[src/hw/fbcw_pkg.sv]
// Package: bit positions, widths and timing for the fieldbus command block.
// Assumes a 50 MHz control clock.
package fbcw_pkg;
    localparam int unsigned CLK_HZ = 50_000_000;
    localparam int unsigned WORD_W = 16;
    // Profile command word bits
    localparam int unsigned CW_INCH1 = 8;
    localparam int unsigned CW_INCH2 = 9;
    localparam int unsigned CW_FB_EN = 10;
    localparam int unsigned CW_LIVE = 11;
    // Profile state word bits
    localparam int unsigned SW_RDY_ON = 0;
    localparam int unsigned SW_RDY_RUN = 1;
    localparam int unsigned SW_RUNNING = 2;
    localparam int unsigned SW_FAULT = 3;
    localparam int unsigned SW_NO_COAST = 4;
    localparam int unsigned SW_NO_QSTOP = 5;
    localparam int unsigned SW_INHIBIT = 6;
    localparam int unsigned SW_WARN = 7;
    localparam int unsigned SW_AT_REF = 8;
    localparam int unsigned SW_CTRL_REQ = 9;
    localparam int unsigned SW_ABOVE = 10;
    localparam int unsigned SW_ECHO = 15;
    // Standard command word bits
    localparam int unsigned SC_START = 0;
    localparam int unsigned SC_CCW = 1;
    localparam int unsigned SC_FRESET = 2;
    // Liveness timeout unit: one millisecond
    localparam int unsigned TICK_US = 1000;
    localparam int unsigned TICK_CYC = (CLK_HZ / 1_000_000) * TICK_US;
    localparam int unsigned TICK_W = 16;
    localparam int unsigned TMO_W = 16;
    localparam logic [WORD_W-1:0] WORD_RST = 16'h0000;
endpackage : fbcw_pkg

[src/hw/fbcw_live_mon.sv]
// Liveness pulse supervisor: restarts on every toggle of the pulse bit.
// Assumes the pulse input is already on the control clock.
`timescale 1ns/100ps
`default_nettype none
module fbcw_live_mon
    import fbcw_pkg::*;
#(
    parameter int unsigned TICK_CYCLES = TICK_CYC
) (
    input wire logic ref_clk_i,
    input wire logic reset_i,
    input wire logic pulse_i,
    input wire logic [TMO_W-1:0] timeout_i,
    input wire logic clear_i,
    output logic fault_o
);
    logic pulse_reg;
    logic [TICK_W-1:0] tick_reg;
    logic [TMO_W-1:0] ms_reg;
    logic toggled;

    assign toggled = pulse_i != pulse_reg;

    always_ff @(posedge ref_clk_i) begin
        if (reset_i) begin
            pulse_reg <= 1'b0;
        end else begin
            pulse_reg <= pulse_i;
        end
    end

    always_ff @(posedge ref_clk_i) begin
        if (reset_i || toggled || timeout_i == '0) begin
            tick_reg <= '0;
            ms_reg <= '0;
        end else if (tick_reg == TICK_W'(TICK_CYCLES - 1)) begin
            tick_reg <= '0;
            if (ms_reg != timeout_i) begin
                ms_reg <= ms_reg + 1'b1;
            end
        end else begin
            tick_reg <= tick_reg + 1'b1;
        end
    end

    always_ff @(posedge ref_clk_i) begin
        if (reset_i) begin
            fault_o <= 1'b0;
        end else if (timeout_i != '0 && ms_reg == timeout_i) begin
            fault_o <= 1'b1;
        end else if (clear_i) begin
            fault_o <= 1'b0;
        end
    end

    property p_no_fault_off;
        @(posedge ref_clk_i) disable iff (reset_i)
        (timeout_i == '0 && !fault_o) |=> !fault_o;
    endproperty
    a_no_fault_off: assert property (p_no_fault_off)
        else $error("liveness fault while supervision off");
endmodule : fbcw_live_mon
`default_nettype wire

[src/hw/fbcw_top.sv]
// Fieldbus command interpreter and state word builder for a crane drive.
// Assumes command words arrive from an unsynchronised fieldbus interface.
//
// Functional notes
// - Bit 8 runs toward inching setpoint one, only when inching enabled.
// - Bit 9 runs toward inching setpoint two, only when inching enabled.
// - Bit 10 clear ignores command word; clearing while running coasts.
// - Master toggles bit 11; missing pulse puts drive in fault.
// - Liveness supervised only while configured timeout is non-zero.
// - State bit 0 shows ready to switch on.
// - State bit 1 shows ready to run.
// - State bit 2: running, flux ready, brake open if feedback used.
// - State bit 3 shows fault state.
// - State bit 4 low while coasting stop commanded.
// - State bit 5 low while quick stop commanded.
// - State bit 6 set after stops or fault; cleared by OFF after release.
// - State bit 7 follows warning, no acknowledgement.
// - State bit 8 set when speed at setpoint.
// - State bit 9 set when drive requests master control.
// - State bit 10 set when speed above threshold.
// - State bit 15 echoes command bit 11.
// - Standard word bit 0 start, bit 1 counter-clockwise.
// - Standard bit 2 rising edge resets faults; bits 3 to 15 ignored.
// - Coasting stop coasts then enters switch-on inhibited.
`timescale 1ns/100ps
`default_nettype none
module fbcw_top
    import fbcw_pkg::*;
#(
    parameter int unsigned TICK_CYCLES = TICK_CYC
) (
    input wire logic ref_clk_i,
    input wire logic reset_i,
    input wire logic [fbcw_pkg::WORD_W-1:0] profile_command_word_i,
    input wire logic [fbcw_pkg::WORD_W-1:0] standard_command_word_i,
    input wire logic [fbcw_pkg::TMO_W-1:0] liveness_timeout_param_i,
    input wire logic profile_mode_i,
    input wire logic aux_inch_enable_i,
    input wire logic io_inch_enable_i,
    input wire logic io_control_i,
    input wire logic fb_place_selected_i,
    input wire logic ready_on_i,
    input wire logic ready_run_i,
    input wire logic running_i,
    input wire logic flux_ready_i,
    input wire logic brake_fb_used_i,
    input wire logic brake_open_i,
    input wire logic drive_fault_i,
    input wire logic warning_i,
    input wire logic at_ref_i,
    input wire logic above_limit_i,
    input wire logic coast_cmd_i,
    input wire logic qstop_cmd_i,
    input wire logic off_cmd_i,
    output logic [fbcw_pkg::WORD_W-1:0] profile_state_word_o,
    output logic inch1_run_o,
    output logic inch2_run_o,
    output logic fb_cmd_valid_o,
    output logic coast_stop_o,
    output logic run_request_o,
    output logic ccw_o,
    output logic fault_reset_o,
    output logic comm_fault_o
);
    logic [WORD_W-1:0] pcw_s1_reg, pcw_reg;
    logic [WORD_W-1:0] scw_s1_reg, scw_reg;
    logic [2:0] pin_s1_reg, pin_reg;
    logic fb_en_d_reg;
    logic scw_rst_d_reg;
    logic inhibit_reg;
    logic released_reg;
    logic live_fault;
    logic inch_en;
    logic brake_ok;
    logic [WORD_W-1:0] state_next;

    // Two-stage synchronisers for words and pins
    always_ff @(posedge ref_clk_i) begin
        if (reset_i) begin
            pcw_s1_reg <= WORD_RST;
            pcw_reg <= WORD_RST;
            scw_s1_reg <= WORD_RST;
            scw_reg <= WORD_RST;
            pin_s1_reg <= 3'h0;
            pin_reg <= 3'h0;
        end else begin
            pcw_s1_reg <= profile_command_word_i;
            pcw_reg <= pcw_s1_reg;
            scw_s1_reg <= standard_command_word_i;
            scw_reg <= scw_s1_reg;
            pin_s1_reg <= {io_control_i, io_inch_enable_i,
                aux_inch_enable_i};
            pin_reg <= pin_s1_reg;
        end
    end

    assign inch_en = pin_reg[0] | (pin_reg[2] & pin_reg[1]);
    assign brake_ok = !brake_fb_used_i | brake_open_i;

    always_ff @(posedge ref_clk_i) begin
        if (reset_i) begin
            inch1_run_o <= 1'b0;
            inch2_run_o <= 1'b0;
        end else begin
            inch1_run_o <= profile_mode_i && pcw_reg[CW_FB_EN] && inch_en
                && pcw_reg[CW_INCH1] && !pcw_reg[CW_INCH2];
            inch2_run_o <= profile_mode_i && pcw_reg[CW_FB_EN] && inch_en
                && pcw_reg[CW_INCH2] && !pcw_reg[CW_INCH1];
        end
    end

    always_ff @(posedge ref_clk_i) begin
        if (reset_i) begin
            fb_en_d_reg <= 1'b0;
            fb_cmd_valid_o <= 1'b0;
            coast_stop_o <= 1'b0;
        end else begin
            fb_en_d_reg <= pcw_reg[CW_FB_EN];
            fb_cmd_valid_o <= !profile_mode_i || pcw_reg[CW_FB_EN];
            if (profile_mode_i && fb_en_d_reg && !pcw_reg[CW_FB_EN]
                && running_i) begin
                coast_stop_o <= 1'b1;
            end else if (!running_i || pcw_reg[CW_FB_EN]) begin
                coast_stop_o <= 1'b0;
            end
        end
    end

    always_ff @(posedge ref_clk_i) begin
        if (reset_i) begin
            scw_rst_d_reg <= 1'b0;
            run_request_o <= 1'b0;
            ccw_o <= 1'b0;
            fault_reset_o <= 1'b0;
        end else begin
            scw_rst_d_reg <= scw_reg[SC_FRESET];
            run_request_o <= !profile_mode_i && scw_reg[SC_START];
            ccw_o <= !profile_mode_i && scw_reg[SC_CCW];
            fault_reset_o <= !profile_mode_i && scw_reg[SC_FRESET]
                && !scw_rst_d_reg;
        end
    end

    fbcw_live_mon #(
        .TICK_CYCLES(TICK_CYCLES)
    ) u_live (
        .ref_clk_i(ref_clk_i),
        .reset_i(reset_i),
        .pulse_i(pcw_reg[CW_LIVE]),
        .timeout_i(profile_mode_i ? liveness_timeout_param_i : '0),
        .clear_i(fault_reset_o),
        .fault_o(live_fault)
    );

    always_ff @(posedge ref_clk_i) begin
        if (reset_i) begin
            comm_fault_o <= 1'b0;
        end else begin
            comm_fault_o <= live_fault;
        end
    end

    always_ff @(posedge ref_clk_i) begin
        if (reset_i) begin
            inhibit_reg <= 1'b0;
            released_reg <= 1'b0;
        end else if (drive_fault_i || live_fault || coast_cmd_i
            || qstop_cmd_i || coast_stop_o) begin
            inhibit_reg <= 1'b1;
            released_reg <= 1'b0;
        end else if (inhibit_reg) begin
            released_reg <= 1'b1;
            if (released_reg && off_cmd_i) begin
                inhibit_reg <= 1'b0;
            end
        end
    end

    always_comb begin
        state_next = '0;
        state_next[SW_RDY_ON] = ready_on_i;
        state_next[SW_RDY_RUN] = ready_run_i;
        state_next[SW_RUNNING] = running_i && flux_ready_i && brake_ok;
        state_next[SW_FAULT] = drive_fault_i || live_fault;
        state_next[SW_NO_COAST] = !coast_cmd_i;
        state_next[SW_NO_QSTOP] = !qstop_cmd_i;
        state_next[SW_INHIBIT] = inhibit_reg;
        state_next[SW_WARN] = warning_i;
        state_next[SW_AT_REF] = at_ref_i;
        state_next[SW_CTRL_REQ] = fb_place_selected_i && pcw_reg[CW_FB_EN];
        state_next[SW_ABOVE] = above_limit_i;
        state_next[SW_ECHO] = pcw_reg[CW_LIVE];
    end

    always_ff @(posedge ref_clk_i) begin
        if (reset_i) begin
            profile_state_word_o <= WORD_RST;
        end else begin
            profile_state_word_o <= state_next;
        end
    end

    property p_echo;
        @(posedge ref_clk_i) disable iff (reset_i)
        ##1 profile_state_word_o[SW_ECHO] == $past(pcw_reg[CW_LIVE]);
    endproperty
    a_echo: assert property (p_echo)
        else $error("echo bit mismatch");

    property p_inch_excl;
        @(posedge ref_clk_i) disable iff (reset_i)
        !(inch1_run_o && inch2_run_o);
    endproperty
    a_inch_excl: assert property (p_inch_excl)
        else $error("both inching outputs active");

    property p_inch2_en;
        @(posedge ref_clk_i) disable iff (reset_i)
        (!inch_en) |=> !inch2_run_o;
    endproperty
    a_inch2_en: assert property (p_inch2_en)
        else $error("inching two without enable");

    property p_fb_dis;
        @(posedge ref_clk_i) disable iff (reset_i)
        (profile_mode_i && !pcw_reg[CW_FB_EN]) |=> !fb_cmd_valid_o;
    endproperty
    a_fb_dis: assert property (p_fb_dis)
        else $error("command accepted while control disabled");

    property p_fault_bit;
        @(posedge ref_clk_i) disable iff (reset_i)
        live_fault |=> profile_state_word_o[SW_FAULT];
    endproperty
    a_fault_bit: assert property (p_fault_bit)
        else $error("liveness fault not shown");

    property p_run_bit;
        @(posedge ref_clk_i) disable iff (reset_i)
        (brake_fb_used_i && !brake_open_i) |=>
            !profile_state_word_o[SW_RUNNING];
    endproperty
    a_run_bit: assert property (p_run_bit)
        else $error("running shown with brake closed");

    property p_coast_inv;
        @(posedge ref_clk_i) disable iff (reset_i)
        coast_cmd_i |=> !profile_state_word_o[SW_NO_COAST]
            && inhibit_reg;
    endproperty
    a_coast_inv: assert property (p_coast_inv)
        else $error("coast stop not reflected");

    property p_freset;
        @(posedge ref_clk_i) disable iff (reset_i)
        fault_reset_o |-> $past(scw_reg[SC_FRESET])
            && !$past(scw_rst_d_reg);
    endproperty
    a_freset: assert property (p_freset)
        else $error("fault reset without rising edge");

    property p_inhibit_hold;
        @(posedge ref_clk_i) disable iff (reset_i)
        (inhibit_reg && !off_cmd_i) |=> inhibit_reg;
    endproperty
    a_inhibit_hold: assert property (p_inhibit_hold)
        else $error("inhibit cleared without OFF");

    property p_inch1_en;
        @(posedge ref_clk_i) disable iff (reset_i)
        (!inch_en) |=> !inch1_run_o;
    endproperty
    a_inch1_en: assert property (p_inch1_en)
        else $error("inching one without enable");

    property p_coast_set;
        @(posedge ref_clk_i) disable iff (reset_i)
        (profile_mode_i && fb_en_d_reg && !pcw_reg[CW_FB_EN] && running_i)
            |=> coast_stop_o;
    endproperty
    a_coast_set: assert property (p_coast_set)
        else $error("no coasting stop on enable loss while running");

    property p_coast_inh;
        @(posedge ref_clk_i) disable iff (reset_i)
        coast_stop_o |=> inhibit_reg;
    endproperty
    a_coast_inh: assert property (p_coast_inh)
        else $error("coasting stop did not inhibit switch-on");

    property p_comm_flag;
        @(posedge ref_clk_i) disable iff (reset_i)
        live_fault |=> comm_fault_o;
    endproperty
    a_comm_flag: assert property (p_comm_flag)
        else $error("liveness fault not flagged");

    property p_live_off;
        @(posedge ref_clk_i) disable iff (reset_i)
        (!profile_mode_i && !live_fault) |=> !live_fault;
    endproperty
    a_live_off: assert property (p_live_off)
        else $error("liveness fault raised while supervision off");

    property p_std_quiet;
        @(posedge ref_clk_i) disable iff (reset_i)
        profile_mode_i |=> !run_request_o && !ccw_o && !fault_reset_o;
    endproperty
    a_std_quiet: assert property (p_std_quiet)
        else $error("standard outputs active in profile mode");

    property p_fr_pulse;
        @(posedge ref_clk_i) disable iff (reset_i)
        fault_reset_o |=> !fault_reset_o;
    endproperty
    a_fr_pulse: assert property (p_fr_pulse)
        else $error("fault reset longer than one cycle");

    property p_warn_bit;
        @(posedge ref_clk_i) disable iff (reset_i)
        warning_i |=> profile_state_word_o[SW_WARN];
    endproperty
    a_warn_bit: assert property (p_warn_bit)
        else $error("warning not shown");

    property p_qstop_bit;
        @(posedge ref_clk_i) disable iff (reset_i)
        qstop_cmd_i |=> !profile_state_word_o[SW_NO_QSTOP];
    endproperty
    a_qstop_bit: assert property (p_qstop_bit)
        else $error("quick stop not reflected");
endmodule : fbcw_top
`default_nettype wire
[config.mk]
export PLATFORM = sky130hd
export DESIGN_NAME = fbcw_top
export DESIGN_NICKNAME = d
export VERILOG_FILES = /design/src/hw/fbcw_pkg.sv /design/src/hw/fbcw_live_mon.sv /design/src/hw/fbcw_top.sv
export SDC_FILE = /design/constraint.sdc
export NUM_CORES = 1
export LEC_CHECK = 0
export BUFFER_PORTS_ARGS = -buffer_cell sky130_fd_sc_hd__buf_2
export CORE_MARGIN = 2
export CORE_UTILIZATION = 40
export DETAILED_ROUTE_END_ITERATION = 16
export PLACE_DENSITY = 0.68
export SLEW_MARGIN = 30
export SYNTH_ARGS = -nofsm -noshare
export SYNTH_HDL_FRONTEND = slang
export SYNTH_SLANG_ARGS = --single-unit
[constraint.sdc]
create_clock -name ref_clk_i -period 5.6 [get_ports ref_clk_i]
set_input_delay 0.28 -clock ref_clk_i [delete_from_list [all_inputs] [get_ports ref_clk_i]]
set_output_delay 0.28 -clock ref_clk_i [all_outputs]
set_load 0.01 [all_outputs]
---- After elaboration in Yosys (flattened, before gate mapping) ----
Index checks and enable logic that the tools add are counted.
cells by class
  $add $sub $neg .......................... 2
  equal/unequal tests ..................... 4
  multiplexer cells ....................... 8
  bitwise operators ....................... 3
  reductions and logical operators ........ 42
operators by type and width
  cell                   count
  $add 16x1->16 const B  2
  $logic_and 1x1->1      18
  $eq 16x16->1           1
  $eq 16x16->1 const B   1
  $logic_not 16->1       1
  $mux 16                1
  $ne 16x16->1           1
  $reduce_bool 16->1     1
  $logic_not 1->1        9
  $logic_or 1x1->1       8
  $mux 1                 7
  $reduce_bool 2->1      2
  $reduce_or 2->1        2
  $or 1x1->1             2
  $reduce_and 2->1       1
  $and 1x1->1            1
  $ne 1x1->1             1
storage, ports and cells
  register bits after elaboration ......... 98
  bits of input ports ..................... 68
  output and inout port bits .............. 24

---- Depth between registers and ports, before layout ----
  depth in word-level cells ............... 5
  mapped depth ............................ 8

---- By module ----
A second synthesis with hierarchy kept.
unflattened totals
  cell total of the unflattened synthesis .. 337
  area total of the unflattened synthesis .. 3230.6 µm²
modules (own cells, without submodules)
  module         times used  cells an instance  area an instance (µm²)  seq. area each (µm²)
  fbcw_live_mon  1           212                1823.0                  680.7
  fbcw_top       1           125                1407.6                  880.8

---- Least setup slack after synthesis ----
No wires, ideal clock.
  kind .................................... reg2reg
  start ................................... register u_live.tick_reg[0]
  end ..................................... register u_live.ms_reg[12]
  setup time .............................. 0.116 ns
  data arrival time ....................... 1.819 ns
  data required time ...................... 5.484 ns
  setup slack ............................. 3.664 ns
  cell stages (with the launch flop) ...... 8
  path buffers ............................ 0
  cell sequence ........................... dfxtp_1 > ha_1 > and3_1 > nand4_2 > nor4_4 > and4_1 > a31oi_1 > a41o_1
on the way
  longest elaborated chain between the ends .. 2
ends and longest elaborated chain
  what                               line                 RTL
  from (decl)                        fbcw_live_mon.sv:18  logic [TICK_W-1:0] tick_reg;
  from (signal assigned)             fbcw_live_mon.sv:42  tick_reg <= tick_reg + 1'b1;
  $eq 16x16->1                       fbcw_live_mon.sv:36  end else if (tick_reg == TICK_W'(TICK_CYCLES - 1)) begin
  $reduce_and 2->1 (no source line)  n/a
  to (signal assigned)               fbcw_live_mon.sv:39  ms_reg <= ms_reg + 1'b1;
  to (decl)                          fbcw_live_mon.sv:19  logic [TMO_W-1:0] ms_reg;
No other way between the ends.
A chain may end at the register's enable or synchronous reset.

---- Final worst setup path ----
  start ................................... register u_live.tick_reg[0]
  end ..................................... register u_live.ms_reg[13]
The elaborated chain is that of the path after synthesis.

==> impl_metrics.env <==
export IMPL_instances_no_fill=535
export IMPL_num_nets_final=495
export IMPL_final_common_cell="dfxtp_1"
export IMPL_cts_clk_slew_worst_paths_ns=0.08
export IMPL_p_leak_nw=1.635
export IMPL_finalPower_mw=1.167
export IMPL_yosysWarnings=0
export IMPL_postCtsSetupBuffers=0
export IMPL_drt_iter0_drc=147
export IMPL_start_util_pct=41.05
export IMPL_setup_worst_path_start_class="flip-flop"
export IMPL_hpwl_um=4861
export IMPL_grt_max_degree=43
export IMPL_hold_ws_ns=0.1062
export IMPL_drcViolationCount=0
export IMPL_cts_hold_buf=0
export IMPL_placed_cells=519
export IMPL_critPathBufInv=0
export IMPL_ctsResizeCount=0
export IMPL_syn_area_per_cell_um2=9.045
export IMPL_async_reset_ff_share_pct=0
export IMPL_maxSlewViolCount=0
export IMPL_cpMaxStageDelayCell="nor4_4"
export IMPL_hp_class="in -> reg"
export IMPL_critPathMaxFanout=10
export IMPL_wl_per_cell_um=12.87
export IMPL_max_slew_margin_rel_pct=52.33
export IMPL_drive_above_1_share_pct=21.63
export IMPL_finalCritPeriodShare_pct=40.89
export IMPL_slowest_delay_ns=0.51
export IMPL_critPathKind="reg -> reg"
export IMPL_crit_path_end_kind="flip-flop"
export IMPL_finalSetupViolCount=0
export IMPL_gp_congestion=0.7819
export IMPL_multi_input_area_um2=1684
export IMPL_p_per_area_nw_per_um2=295.3
export IMPL_io_pins=92
export IMPL_cts_root_buf="clkbuf_8"
export IMPL_cp_required_ns=5.80
export IMPL_dieArea_um2=9138
export IMPL_wl_um=6885
export IMPL_cts_buffers=9
export IMPL_worst_pin_slew_ns=0.7151
export IMPL_cp_top_family="simple AND/OR/NAND/NOR gates"
export IMPL_tns_ns=0
export IMPL_drv_cap=0
export IMPL_antenna_found_initial=0
export IMPL_crit_chain="ha_1 > and3_1 > nand4_2 > nor4_4 > nand2_1 > o311ai_1 > o41ai_1"
export IMPL_rsz0062_at_grt="false"
export IMPL_final_setup_skew_ns=0.004387
export IMPL_htreeDepth=3
export IMPL_io_buffer_count=62
export IMPL_die_h_um=95.60
export IMPL_status="finished, final reports clean"
export IMPL_num_vias=2789
export IMPL_fin_util_pct=48.33
export IMPL_synth_seq_cells=77
export IMPL_drtPass1Iterations=4
export IMPL_grt_overflow=0
export IMPL_clk_insertion_delay_late_ns=0.34
export IMPL_syn_inst=371
export IMPL_rows=33
export IMPL_netlist_area_um2=3356
export IMPL_areaGrowthSynthToFinish_pct=17.75
export IMPL_cts_tree="done"
export IMPL_ys_flop_type="dfxtp_1"
export IMPL_cp_arrival_ns=2.49
export IMPL_ys_types=51
export IMPL_vias_per_cell=5.213
export IMPL_cts_buffer_depth=2
export IMPL_fp_dieW_um=95.60
export IMPL_synth_edf_count=0
export IMPL_core_area_um2=8175
export IMPL_period_needed_ns=2.290
export IMPL_max_freq_ghz=0.4367
export IMPL_clock_sinks=77
export IMPL_regArea_um2=1541
export IMPL_diodes=0
export IMPL_yosysSeqAreaShare_pct=45.94
export IMPL_vdd_ir_drop_worst_mv=0.2295
export IMPL_grt_pass1_wl_um=11330
export IMPL_ant_nets=0
export IMPL_hold_violations=0
export IMPL_grt_pass1_vias=2472
export IMPL_fillers=785
export IMPL_final_cell_mix="dfxtp_1, buf_2, nor2_1"
export IMPL_globalRouteTotalUtil_pct=15.62
## cell usage after synthesis, types with 2 or more instances
cell	count	area share [%]
dfxtp_1	77	46
nor2_1	43	4.8
nand2_1	36	4.0
nor2b_1	30	5.6
a21oi_1	16	2.4
nand4_1	15	2.8
o21ai_0	14	2.1
xor2_1	11	2.9
nand3_1	9	1.3
xnor2_1	9	2.3
buf_2	8	1.2
clkbuf_1	7	0.78
inv_1	6	0.67
nor4bb_1	6	1.8
a31o_2	5	1.3
a31oi_1	5	0.93
a32oi_1	5	1.3
and3_1	5	0.93
buf_4	5	1.1
nor4_1	5	0.93
a41o_1	4	1.2
or3_1	4	0.75
a2bb2oi_1	3	0.78
and2_1	3	0.56
and4_1	3	0.78
nor3b_1	3	0.67
and3b_1	2	0.52
and4_2	2	0.60
buf_6	2	0.67
ha_1	2	0.75
nand2b_1	2	0.37
nor3_1	2	0.30
nor4b_1	2	0.52
nor4b_4	2	1.4
or4_1	2	0.45
## cells by family (layout without fill, tap and decap cells)
family          after synthesis  in the layout  share of synthesized area [%]
simple gates                183            183                          31.39
flops                        77             77                          45.94
compound gates               60             60                          12.16
buf+inv                      28             84                          4.437
xor+xnor                     20             20                          5.220
fa+ha+maj                     2              2                         0.7456
other cells                   1              4                         0.1117
## routing by layer
metal,up-vias,track usage (%),part of all wire [%]
met4,0,5.952,1.1
met3,9,3.953,7.4
met1,1270,21.48,47
met5,-,0,0
met2,93,23.48,45
li1,1417,-,-
## through the flow
| stage | setup slack [ns] | instance area [um^2] |
|---|---|---|
| 2_1_floorplan | 3.664 | 3367 |
| 3_3_place_gp | 3.100 | 3682 |
| 3_5_place_dp | 3.018 | 3682 |
| 4_1_cts | 3.190 | 3944 |
| 5_1_grt | 3.104 | 3951 |
| 6_report | 3.310 | 3951 |
## worst paths after layout
| path | start | endpoint | slack (ns) | cells past startpoint |
|---|---|---|---|---|
| worst min-delay path | brake_fb_used_i | profile_state_word_o[2]$_SDFF_PP0_ | 0.11 | 2 |
| worst max-delay path | u_live.tick_reg[0]$_SDFF_PP0_ | u_live.ms_reg[13]$_SDFFE_PP0P_ | 3.31 | 7 |
| worst min register to register | scw_rst_d_reg$_SDFF_PP0_ | fault_reset_o$_SDFF_PP0_ | 0.40 | 1 |
| worst max register to register | u_live.tick_reg[0]$_SDFF_PP0_ | u_live.ms_reg[13]$_SDFFE_PP0P_ | 3.31 | 7 |
## power by group
group / leakage (nW) / switching, mW / internal, mW
Combinational: 0.877 / 0.0397 / 0.0287
Sequential: 0.629 / 0.00391 / 0.560
Clock: 0.129 / 0.195 / 0.339
## cell type report
type | count | share of cell area (%)
clock buffer | 9 | 3.135
tap | 105 | 3.325
timing repair buffer | 62 | 7.853
multi-input combinational | 269 | 42.62
clock inverter | 7 | 3.483
inverter | 6 | 0.5700
sequential | 77 | 39.01
Power figures use the tool's default switching activity.
